--- src/verilog/isp_pkg.sv ---
/*
 Constants, register map and carrier types of the in-system programming
 sequencer. Assumes an APB host with 32-bit data and one 8-bit register per
 aligned word, byte address four times the register index.
*/
// Notes on behaviour
// - Soft reset bit resets whole device, self-clears
// - Soft reset bit reads hardware reboot status
// - Execution source bit read-only, one means loader
// - Loader select makes fetches come from loader
// - Programming enable enters programming mode
// - Idle request in programming mode starts operation
// - Clearing programming enable restores ordinary idle
// - Value 0x83, timer, idle: restart from application
// - Address pair gives byte address; erase ignores it
// - All flash data passes the data buffer
// - Bank bit picks application bank one or zero
// - Target bit picks application or loader flash
// - Codes 0010 erase, 0001 program, 0000 read
// - Bank extension drives a port-1 pin as A16
// - Pin select field picks port-1 pin, default 7
package isp_pkg;
  // Register indices; byte address is index times four
  localparam logic [7:0] IDX_CHIP_PROGRAM_CONTROL = 8'h9f;
  localparam logic [7:0] IDX_ROM_BANK_CONTROL = 8'hab;
  localparam logic [7:0] IDX_PROGRAM_ADDRESS_LOW = 8'hac;
  localparam logic [7:0] IDX_PROGRAM_ADDRESS_HIGH = 8'had;
  localparam logic [7:0] IDX_PROGRAM_DATA_BUFFER = 8'hae;
  localparam logic [7:0] IDX_PROGRAM_OPERATION_SELECT = 8'haf;
  localparam logic [7:0] IDX_IDLE_REQUEST = 8'hf8;
  // Chip program control fields
  localparam int CPC_SOFT_RESET_BIT = 7;
  localparam int CPC_EXEC_SOURCE_BIT = 5;
  localparam int CPC_LOADER_SELECT_BIT = 1;
  localparam int CPC_PROG_ENABLE_BIT = 0;
  localparam logic [7:0] CPC_SW_RESTART_VALUE = 8'h83;
  // Rom bank control fields
  localparam int RBC_EXT_ENABLE_BIT = 3;
  localparam int RBC_PIN_SEL_LSB = 0;
  localparam logic [7:0] RBC_RESET = 8'h07;
  // Operation select fields
  localparam int OPS_BANK_BIT = 7;
  localparam int OPS_TARGET_BIT = 6;
  localparam int OPS_OE_N_BIT = 5;
  localparam int OPS_CE_N_BIT = 4;
  localparam logic [7:0] OPS_RESET = 8'h00;
  // Idle request register field
  localparam int IDLE_REQUEST_BIT = 1;
  localparam logic [7:0] REG_ZERO = 8'h00;

  typedef enum logic [3:0] {
    ISP_OP_READ = 4'h0,
    ISP_OP_PROGRAM = 4'h1,
    ISP_OP_ERASE = 4'h2
  } isp_op_e;

  typedef enum logic [1:0] {
    ISP_ST_RUN = 2'b00,
    ISP_ST_BUSY = 2'b01,
    ISP_ST_DONE = 2'b11
  } isp_state_e;

  typedef struct packed {
    logic [3:0] op;
    logic to_loader;
    logic bank1;
    logic [15:0] addr;
    logic [7:0] wdata;
  } isp_flash_req_s;
endpackage : isp_pkg

--- src/verilog/isp_flash_sequencer.sv ---
/*
 In-system programming sequencer: APB register file, flash operation
 sequencer, soft reset and restart, code fetch source and A16 banking pin.
 Assumes flash arrays and CPU on pclk; the reboot strap is asynchronous.
*/
module isp_flash_sequencer
  import isp_pkg::*;
#(
  parameter int ADDR_W = 12
) (
  // Clock and reset
  input wire logic pclk,
  input wire logic presetn,
  // APB slave
  input wire logic psel,
  input wire logic penable,
  input wire logic pwrite,
  input wire logic [ADDR_W-1:0] paddr,
  input wire logic [31:0] pwdata,
  output logic [31:0] prdata,
  output logic pready,
  output logic pslverr,
  // Flash arrays
  output isp_flash_req_s flash_req,
  output logic flash_req_valid,
  input wire logic flash_done,
  input wire logic [7:0] flash_rdata,
  // CPU side
  output logic cpu_stall,
  output logic cpu_idle,
  input wire logic cpu_wake,
  input wire logic restart_timer_expired,
  output logic soft_reset,
  output logic fetch_from_loader,
  input wire logic hw_reboot_strap,
  input wire logic code_addr16,
  // Port-1 extra address line
  output logic [7:0] p1_a16_o,
  output logic [7:0] p1_a16_oe
);

  if (ADDR_W < 10) begin : g_addr_w_check
    $error("ADDR_W must hold index times four");
  end

  isp_state_e state_q;
  logic ack_q;
  logic err_q;
  logic [7:0] rdata_q;
  logic soft_rst_q;
  logic restart_pend_q;
  logic loader_fetch_select_q;
  logic enp_q;
  logic idle_req_q;
  logic [7:0] rom_bank_control_q;
  logic [7:0] addr_lo_q;
  logic [7:0] addr_hi_q;
  logic [7:0] data_q;
  logic [7:0] opsel_q;
  logic reboot_s1_q;
  logic reboot_s2_q;
  logic [7:0] idx;
  logic mapped;
  logic wr_en;
  logic [7:0] wbyte;
  logic [7:0] rd_val;
  logic launch;
  logic op_legal;

  assign idx = paddr[9:2];
  assign wbyte = pwdata[7:0];

  // Address decode and read mux
  always_comb begin
    mapped = 1'b1;
    rd_val = REG_ZERO;
    if (idx == IDX_CHIP_PROGRAM_CONTROL) begin
      rd_val[CPC_SOFT_RESET_BIT] = reboot_s2_q;
      rd_val[CPC_EXEC_SOURCE_BIT] = loader_fetch_select_q;
      rd_val[CPC_LOADER_SELECT_BIT] = loader_fetch_select_q;
      rd_val[CPC_PROG_ENABLE_BIT] = enp_q;
    end else if (idx == IDX_ROM_BANK_CONTROL) begin
      rd_val = rom_bank_control_q;
    end else if (idx == IDX_PROGRAM_ADDRESS_LOW) begin
      rd_val = addr_lo_q;
    end else if (idx == IDX_PROGRAM_ADDRESS_HIGH) begin
      rd_val = addr_hi_q;
    end else if (idx == IDX_PROGRAM_DATA_BUFFER) begin
      rd_val = data_q;
    end else if (idx == IDX_PROGRAM_OPERATION_SELECT) begin
      rd_val = opsel_q;
    end else if (idx == IDX_IDLE_REQUEST) begin
      rd_val[IDLE_REQUEST_BIT] = idle_req_q;
    end else begin
      mapped = 1'b0;
    end
    if (paddr[1:0] != 2'b00) begin
      mapped = 1'b0;
    end
  end

  // APB: one wait cycle, answer registered
  always_ff @(posedge pclk or negedge presetn) begin
    if (!presetn) begin
      ack_q <= 1'b0;
      err_q <= 1'b0;
      rdata_q <= REG_ZERO;
    end else if (psel && penable && !ack_q) begin
      ack_q <= 1'b1;
      err_q <= !mapped;
      rdata_q <= mapped ? rd_val : REG_ZERO;
    end else begin
      ack_q <= 1'b0;
      err_q <= 1'b0;
    end
  end

  assign pready = ack_q;
  assign pslverr = ack_q && err_q;
  assign prdata = {24'h000000, rdata_q};
  assign wr_en = psel && penable && pwrite && ack_q && !err_q;

  // Reboot strap synchroniser
  always_ff @(posedge pclk or negedge presetn) begin
    if (!presetn) begin
      reboot_s1_q <= 1'b0;
      reboot_s2_q <= 1'b0;
    end else begin
      reboot_s1_q <= hw_reboot_strap;
      reboot_s2_q <= reboot_s1_q;
    end
  end

  // Soft reset and timed restart
  always_ff @(posedge pclk or negedge presetn) begin
    if (!presetn) begin
      soft_rst_q <= 1'b0;
      restart_pend_q <= 1'b0;
    end else if (soft_rst_q) begin
      soft_rst_q <= 1'b0;
      restart_pend_q <= 1'b0;
    end else if (wr_en && idx == IDX_CHIP_PROGRAM_CONTROL
                 && wbyte[CPC_SOFT_RESET_BIT]) begin
      if (wbyte == CPC_SW_RESTART_VALUE) begin
        restart_pend_q <= 1'b1;
      end else begin
        soft_rst_q <= 1'b1;
      end
    end else if (restart_pend_q && idle_req_q && restart_timer_expired) begin
      soft_rst_q <= 1'b1;
    end
  end

  assign soft_reset = soft_rst_q;

  // Chip program control
  always_ff @(posedge pclk or negedge presetn) begin
    if (!presetn) begin
      loader_fetch_select_q <= 1'b0;
      enp_q <= 1'b0;
    end else if (soft_rst_q) begin
      loader_fetch_select_q <= 1'b0;
      enp_q <= 1'b0;
    end else if (wr_en && idx == IDX_CHIP_PROGRAM_CONTROL) begin
      loader_fetch_select_q <= wbyte[CPC_LOADER_SELECT_BIT];
      enp_q <= wbyte[CPC_PROG_ENABLE_BIT];
    end
  end

  assign fetch_from_loader = loader_fetch_select_q;

  // Operand registers
  always_ff @(posedge pclk or negedge presetn) begin
    if (!presetn) begin
      rom_bank_control_q <= RBC_RESET;
      addr_lo_q <= REG_ZERO;
      addr_hi_q <= REG_ZERO;
      opsel_q <= OPS_RESET;
    end else if (soft_rst_q) begin
      rom_bank_control_q <= RBC_RESET;
      addr_lo_q <= REG_ZERO;
      addr_hi_q <= REG_ZERO;
      opsel_q <= OPS_RESET;
    end else if (wr_en) begin
      if (idx == IDX_ROM_BANK_CONTROL) begin
        rom_bank_control_q <= {4'h0, wbyte[3:0]};
      end else if (idx == IDX_PROGRAM_ADDRESS_LOW) begin
        addr_lo_q <= wbyte;
      end else if (idx == IDX_PROGRAM_ADDRESS_HIGH) begin
        addr_hi_q <= wbyte;
      end else if (idx == IDX_PROGRAM_OPERATION_SELECT) begin
        opsel_q <= wbyte;
      end
    end
  end

  // Data buffer: software load or read result
  always_ff @(posedge pclk or negedge presetn) begin
    if (!presetn) begin
      data_q <= REG_ZERO;
    end else if (soft_rst_q) begin
      data_q <= REG_ZERO;
    end else if (state_q == ISP_ST_BUSY && flash_done
                 && flash_req.op == ISP_OP_READ) begin
      data_q <= flash_rdata;
    end else if (wr_en && idx == IDX_PROGRAM_DATA_BUFFER) begin
      data_q <= wbyte;
    end
  end

  // Idle request: operation, true idle or restart wait
  assign op_legal = !opsel_q[OPS_CE_N_BIT]
    && (opsel_q[3:0] == ISP_OP_READ || opsel_q[3:0] == ISP_OP_PROGRAM
        || opsel_q[3:0] == ISP_OP_ERASE);
  assign launch = wr_en && idx == IDX_IDLE_REQUEST
    && wbyte[IDLE_REQUEST_BIT] && enp_q && !restart_pend_q
    && state_q == ISP_ST_RUN;

  always_ff @(posedge pclk or negedge presetn) begin
    if (!presetn) begin
      idle_req_q <= 1'b0;
    end else if (soft_rst_q) begin
      idle_req_q <= 1'b0;
    end else if (state_q == ISP_ST_DONE) begin
      idle_req_q <= 1'b0;
    end else if (wr_en && idx == IDX_IDLE_REQUEST) begin
      idle_req_q <= wbyte[IDLE_REQUEST_BIT];
    end else if (cpu_wake && !enp_q && !restart_pend_q) begin
      idle_req_q <= 1'b0;
    end
  end

  assign cpu_idle = idle_req_q && (!enp_q || restart_pend_q);

  // Flash operation sequencer
  always_ff @(posedge pclk or negedge presetn) begin
    if (!presetn) begin
      state_q <= ISP_ST_RUN;
      flash_req <= '0;
    end else if (soft_rst_q) begin
      state_q <= ISP_ST_RUN;
      flash_req <= '0;
    end else begin
      case (state_q)
        ISP_ST_RUN: begin
          if (launch) begin
            state_q <= op_legal ? ISP_ST_BUSY : ISP_ST_DONE;
            flash_req.op <= opsel_q[3:0];
            flash_req.to_loader <= opsel_q[OPS_TARGET_BIT];
            flash_req.bank1 <= opsel_q[OPS_BANK_BIT];
            flash_req.addr <= (opsel_q[3:0] == ISP_OP_ERASE) ? 16'h0000
              : {addr_hi_q, addr_lo_q};
            flash_req.wdata <= data_q;
          end
        end
        ISP_ST_BUSY: begin
          if (flash_done) begin
            state_q <= ISP_ST_DONE;
          end
        end
        ISP_ST_DONE: begin
          state_q <= ISP_ST_RUN;
        end
        default: begin
          state_q <= ISP_ST_RUN;
        end
      endcase
    end
  end

  assign flash_req_valid = state_q == ISP_ST_BUSY;
  assign cpu_stall = state_q != ISP_ST_RUN;

  // Bank extension pin
  always_comb begin
    p1_a16_oe = 8'h00;
    if (rom_bank_control_q[RBC_EXT_ENABLE_BIT]) begin
      p1_a16_oe = 8'h01 << rom_bank_control_q[RBC_PIN_SEL_LSB +: 3];
    end
    p1_a16_o = p1_a16_oe & {8{code_addr16}};
  end

  // Checks
  logic rd_cpc;
  // Answer cycle of a chip control read; ack lasts one cycle only
  assign rd_cpc = ack_q && psel && penable && !pwrite && idx == IDX_CHIP_PROGRAM_CONTROL;
endmodule : isp_flash_sequencer

--- config.mk ---
export PLATFORM = sky130hd
export DESIGN_NAME = isp_flash_sequencer
export DESIGN_NICKNAME = d
export VERILOG_FILES = /design/src/verilog/isp_pkg.sv /design/src/verilog/isp_flash_sequencer.sv
export SDC_FILE = /design/constraint.sdc
export NUM_CORES = 1
export LEC_CHECK = 0
export ABC_AREA = 1
export BUFFER_PORTS_ARGS = -buffer_cell sky130_fd_sc_hd__buf_2
export CAP_MARGIN = 20
export CORE_AREA = 3 3 106 87
export DETAILED_ROUTE_END_ITERATION = 8
export DIE_AREA = 0 0 109 90
export MAX_ROUTING_LAYER = met4
export PLACE_DENSITY = 0.89
export SETUP_SLACK_MARGIN = 0.3
export SLEW_MARGIN = 15
export SYNTH_ARGS = -nofsm -noshare
export SYNTH_HDL_FRONTEND = slang
export SYNTH_SLANG_ARGS = --single-unit
--- constraint.sdc ---
create_clock -name pclk -period 3.92 [get_ports pclk]
set_clock_uncertainty 0.1 [all_clocks]
set_input_delay 0.392 -clock pclk [delete_from_list [all_inputs] [get_ports pclk]]
set_output_delay 0.392 -clock pclk [all_outputs]
set_load 0.1 [all_outputs]
==> results of run 1 <==
==> report_power, final <==
group          switching [mW]  leakage [nW]  internal [mW]
sequential             0.0233          1.15          0.930
combinational           0.301          1.43         0.0606
clock                   0.343        0.0955          0.316
total                   0.667          2.68           1.31
==> metal layers <==
layer  vias up  wire, um  track usage
met5         -         0            -
met4         0        96       0.0421
met3        17      1070       0.0573
met2       204      5530        0.384
met1      1927      5310        0.362
li1       1933         -            -
==> metrics by stage <==
step	hold WS (ns)	cell area (um2)	setup WS, ns
final	0.0341	5170	1.70
after global routing	0.0261	5170	1.61
after CTS	0.0257	5120	1.49
after detailed placement	0.236	4920	1.32
after global placement	0.236	4920	1.40
after floorplan	-0.00359	4580	0.682
==> layout make-up <==
type | instances | share of cell area
clock buffer | 10 | 0.0266
inverter | 65 | 0.0474
timing repair buffer | 100 | 0.104
clock inverter | 6 | 0.0135
multi-input combinational | 380 | 0.370
tap | 108 | 0.0261
sequential | 85 | 0.412
==> sequential cells by signal (all words and copies together), names as in the netlist <==
| signal | cells |
|---|---|
| flash_req | 30 |
| addr_hi_q | 8 |
| addr_lo_q | 8 |
| data_q | 8 |
| opsel_q | 8 |
| rdata_q | 8 |
| rom_bank_control_q | 4 |
| state_q | 2 |
| enp_q | 1 |
| err_q | 1 |
| fetch_from_loader | 1 |
| idle_req_q | 1 |
| pready | 1 |
| reboot_s1_q | 1 |
| reboot_s2_q | 1 |
| restart_pend_q | 1 |
| soft_reset | 1 |
==> cell families after synthesis <==
| group | synth area share |
|---|---|
| DFF | 0.475 |
| other | 0.000835 |
| AOI/OAI and AO/OA | 0.152 |
| muxes | 0.00223 |
| buffers and inverters | 0.118 |
| and+or+nand+nor | 0.252 |
==> worst max path at each step <==
stage               slack [ns]       endpoint  cells after the start
floorplan                 0.68    p1_a16_o[4]                      2
global placement          1.40   flash_req[8]                      9
detailed placement        1.32   flash_req[8]                      9
CTS                       1.49  flash_req[15]                      6
global route              1.61    p1_a16_o[4]                      3
finish                    1.70    p1_a16_o[5]                      3
==> layout by cell type, fill, tap and decap left out, types with 10 or more instances in the layout <==
cell type and instances:
dfrtp_1 82, buf_2 95, nor2_1 44, o21ai_0 50, o21ai_1 16, clkbuf_8 10
conb_1 24, o21ai_2 18, nor3_1 11, nand3_1 53, inv_1 55, nand2_1 116
==> worst reg2reg max path, delay by kind of cell (launching register included) <==
family / cells / cell delay, ns
DFF: 1 / 0.61
buffers and inverters: 2 / 0.88
and+or+nand+nor: 1 / 0.18
AOI/OAI and AO/OA: 1 / 0.22
==> cells in the mapped netlist, drive strengths merged <==
cell       n  share of area
a211oi     1         0.0017
a21boi     1         0.0017
a21oi      6          0.010
a31oi      2         0.0061
buf       40          0.064
clkinv     3         0.0028
conb       1        0.00084
dfrtp     82           0.46
dfstp      3          0.018
inv       62          0.052
mux2i      1         0.0022
nand2    123           0.11
nand3     57          0.071
nand3b     1         0.0017
nand4      4         0.0056
nor2      49          0.046
nor3      13          0.018
nor4       1         0.0014
o2111ai    7          0.014
o211ai     3         0.0050
o21ai     85           0.11
o22ai      1         0.0014
or2        1         0.0014
==> repair_timing <==
item,CTS,global route
gates resized for setup,0,0
hold buffers,0,1
endpoints found under the hold margin,0,20
==> results.json, run 1 <==
{
  "fin_crit_sh": 0.567,
  "cap_violations": 0,
  "fin_nets": 703,
  "grt_pass1_wl_um": 19300,
  "path_clk_slew_ns": 0.09,
  "cts_setup_buffers": 0,
  "startpoint": "rom_bank_control_q[2]",
  "worstPathArrival_ns": 1.73,
  "multi_input_area_um2": 1910,
  "synth.yosys.seq_area_share": 0.475,
  "leakage_nw": 2.68,
  "die-area_um2": 9810,
  "min_to": "reboot_s1_q",
  "rr_startpoint": "soft_reset",
  "power_density_nw_per_um2": 382,
  "cp_top_family": "flip-flops",
  "power_mw": 1.97,
  "clock-sinks": 85,
  "rsz0062_at_grt": "no",
  "worstPathRequired_ns": 3.43,
  "setup.reg_to_reg.worst_slack_ns": 1.84,
  "fillers": 677,
  "path_class": "reg2out",
  "clk_latency_ns": 0.37,
  "start_util": 0.555,
  "h-tree-depth": 3,
  "min_period_ns": 2.22,
  "gp_congestion": 0.918,
  "drt_iter0_markers": 335,
  "core_area_um2": 8090,
  "fin_util": 0.639,
  "routed_via_density": 5.41,
  "ir_drop_mv": 0.191,
  "area_delta_synth_final_pct": 15.2,
  "cts_tree": "built",
  "rr_worst_depth": 4,
  "yosys.cell_types.count": 41,
  "dp.final_hpwl_um": 9140,
  "ant_nets": 0,
  "dieHeight_um": 90,
  "grt_max_degree": 86,
  "final_cells": 754,
  "fmax_mhz": 450,
  "startpoint_type": "flip-flop",
  "die_w_um": 109,
  "hold_class": "in2reg",
  "vias": 4081,
  "slowest_stage": "dfstp_2",
  "cts_root_buf": "clkbuf_8",
  "netlist_area_um2": 4490,
  "synth-seq-cells": 85,
  "regArea_um2": 2130,
  "setup-tns-final_ns": 0,
  "numCtsBuffers": 9,
  "critPathMaxFanout": 8,
  "dp_cells": 735,
  "setup_viol": 0,
  "min_from": "hw_reboot_strap",
  "drv_slew": 0,
  "wl_per_cell_um": 15.9,
  "drc": 0,
  "tightest_slew_ns": 0.694,
  "antenna_cells": 0,
  "endpoint_kind": "output pin",
  "outcome": "finished clean",
  "worst-path-buf-inv": 1,
  "drt_wl_total_um": 12000,
  "ys_warn_count": 0,
  "grt-ovfl-total": 0,
  "max_stage_delay_ns": 0.54,
  "syn-mean-instance-area_um2": 8.21,
  "path_cells": "nand2_1, nor3_1, buf_2",
  "rows": 29,
  "slew-limit-headroom": 0.538,
  "hold_depth": 1,
  "grt.total_usage": 0.256,
  "clockBufferDepth": 2,
  "dr.pass1.iters": 6,
  "hold_viol": 0,
  "layout-drive-gt1-share": 0.257,
  "grt_pass1_vias": 3804,
  "r2r_end": "flash_req[7]",
  "synthCells": 547,
  "portBuffers": 96,
  "antenna_found_initial": 0,
  "io_pins": 147
}
No activity file was read; power rests on OpenSTA's default activity.
==> run 2, diff against run 1 <==
--- a/config.mk
+++ b/config.mk
@@ -8,11 +8,11 @@
 export ABC_AREA = 1
 export BUFFER_PORTS_ARGS = -buffer_cell sky130_fd_sc_hd__buf_2
 export CAP_MARGIN = 20
-export CORE_AREA = 3 3 106 87
+export CORE_AREA = 3 3 109 90
 export DETAILED_ROUTE_END_ITERATION = 8
-export DIE_AREA = 0 0 109 90
+export DIE_AREA = 0 0 112 93
 export MAX_ROUTING_LAYER = met4
-export PLACE_DENSITY = 0.89
+export PLACE_DENSITY = 0.85
 export SETUP_SLACK_MARGIN = 0.3
 export SLEW_MARGIN = 15
 export SYNTH_ARGS = -nofsm -noshare
==> constraint.sdc (replaced) <==
create_clock -name pclk -period 2.3 [get_ports pclk]
set_clock_uncertainty 0.1 [all_clocks]
set_input_delay 0.23 -clock pclk [delete_from_list [all_inputs] [get_ports pclk]]
set_output_delay 0.23 -clock pclk [all_outputs]
set_load 0.1 [all_outputs]
==> results.json, run 2 (synthesized netlist as in run 1, its figures left out) <==
{
  "wl_per_cell_um": 15.9,
  "vias": 4123,
  "fmax_mhz": 523,
  "final_common_cell": "nand2_1",
  "portBuffers": 96,
  "clk_latency_ns": 0.36,
  "antenna_found_initial": 0,
  "leakage_nw": 2.71,
  "layout-drive-gt1-share": 0.286,
  "top_register": "flash_req",
  "area_delta_synth_final_pct": 19.0,
  "fin_crit_sh": 0.831,
  "hold_class": "in2reg",
  "hold_ws_ns": 0.0541,
  "cts_root_buf": "clkbuf_8",
  "numCtsBuffers": 9,
  "io_pins": 147,
  "grt_pass1_vias": 3974,
  "rows": 31,
  "cts_tree": "built",
  "setup-tns-final_ns": 0,
  "clock-sinks": 85,
  "p_int_mw": 2.23,
  "path_clk_slew_ns": 0.09,
  "outcome": "finished clean",
  "p_seq_frac": 0.490,
  "h-tree-depth": 3,
  "dieHeight_um": 93,
  "drv_slew": 0,
  "path_class": "reg2out",
  "start_util": 0.505,
  "power_density_nw_per_um2": 622,
  "critPathMaxFanout": 8,
  "power_mw": 3.32,
  "final_cell_mix": "nand2_1 (113), dfrtp_1 (80), buf_2 (80)",
  "drt_wl_total_um": 12200,
  "core_area_um2": 8880,
  "hold_viol": 0,
  "slew-limit-headroom": 0.538,
  "min_period_ns": 1.91,
  "grt-ovfl-total": 0,
  "routed_via_density": 5.38,
  "setup_viol": 0,
  "tightest_slew_ns": 0.693,
  "grt_pass1_wl_um": 19800,
  "rsz0062_at_grt": "no",
  "startpoint_type": "flip-flop",
  "p_sw_frac": 0.330,
  "gp_congestion": 0.882,
  "clockBufferDepth": 2,
  "die-area_um2": 10400,
  "worstPathRequired_ns": 1.97,
  "fillers": 791,
  "grt.total_usage": 0.245,
  "combinationalPowerShare": 0.194,
  "cap_violations": 0,
  "endpoint_kind": "output pin",
  "drt_iter0_markers": 318,
  "ant_nets": 0,
  "fin_util": 0.601,
  "ir_drop_mv": 0.357,
  "worstPathArrival_ns": 1.58,
  "place_ws_ns": 0.379,
  "p_sw_mw": 1.10,
  "dp.final_hpwl_um": 9130,
  "fin_nets": 708,
  "pwr-share-clk": 0.316,
  "dr.pass1.iters": 4,
  "largest_register_ffs": 30,
  "grt_max_degree": 44,
  "antenna_cells": 0,
  "finalWorstSetupSlack_ns": 0.389,
  "drc": 0,
  "die_w_um": 112
}
==> run 2: cell count changes in the layout (fill, tap and decap cells not counted), sizes merged <==
cell / change
inv: -2
clkbuf: +4
dlygate4sd3: +1
clkinvlp: -2
buf: +2
clkinv: +2
==> run 2: worst paths after layout <==
path                                       start            end  slack (ns)  depth (start not counted)
hold reg to reg                      reboot_s1_q    reboot_s2_q        0.26                          0
min in group asynchronous                presetn  flash_req[12]        0.31                          2
hold / removal             restart_timer_expired     soft_reset        0.05                          3
setup reg to reg                           err_q   flash_req[8]        0.41                          8
setup / recovery           rom_bank_control_q[2]   p1_a16_oe[0]        0.39                          4
max in group asynchronous                presetn   flash_req[2]        1.17                          3
==> run 2: metrics by stage <==
step / instance area [um2] / std cells
CTS: 5290 / 764
floorplan: 4650 / 570
detailed placement: 5040 / 746
global route: 5340 / 766
finish: 5340 / 766
global placement: 5040 / 746
==> run 2: metal layers <==
layer	routed length, um	track usage	share of wire
met3	933	0.0569	0.077
met5	0	-	0
met1	5240	0.320	0.43
met4	216	0.0641	0.018
met2	5780	0.392	0.48
==> run 2: what timing repair did <==
| item | 4_1_cts | 5_1_grt |
|---|---|---|
| resized for setup | 14 | 8 |
| hold endpoints to repair | 40 | 0 |
| endpoints found under the setup margin | 16 | 17 |
| pin swaps | 0 | 0 |
| hold buffers | 2 | 0 |
| setup buffers | 0 | 2 |
==> run 2: power groups by stage <==
stage / sequential, mW / clock (mW) / combinational [mW]
floorplan: 1.65 / 0 / 0.494
global placement: 1.65 / 0 / 0.622
detailed placement: 1.66 / 0 / 0.636
CTS: 1.63 / 1.07 / 0.643
global route: 1.64 / 1.13 / 0.693
finish: 1.63 / 1.05 / 0.646
==> run 2: critical path, stage by stage, from the launching register on <==
cell,delay (ns)
dfstp_2,0.38
inv_1,0.10
nand2_2,0.18
nor2_1,0.13
buf_2,0.43
==> run 2: final cells by class <==
type                    count  area, um2  share of cell area
well taps                 115        144              0.0269
inverters                  65        245              0.0459
repair buffers            105        629               0.118
clock buffers              12        145              0.0272
clock inverters             4       47.5             0.00890
flip-flops and latches     85       2130               0.399
multi-input cells         380       2000               0.374
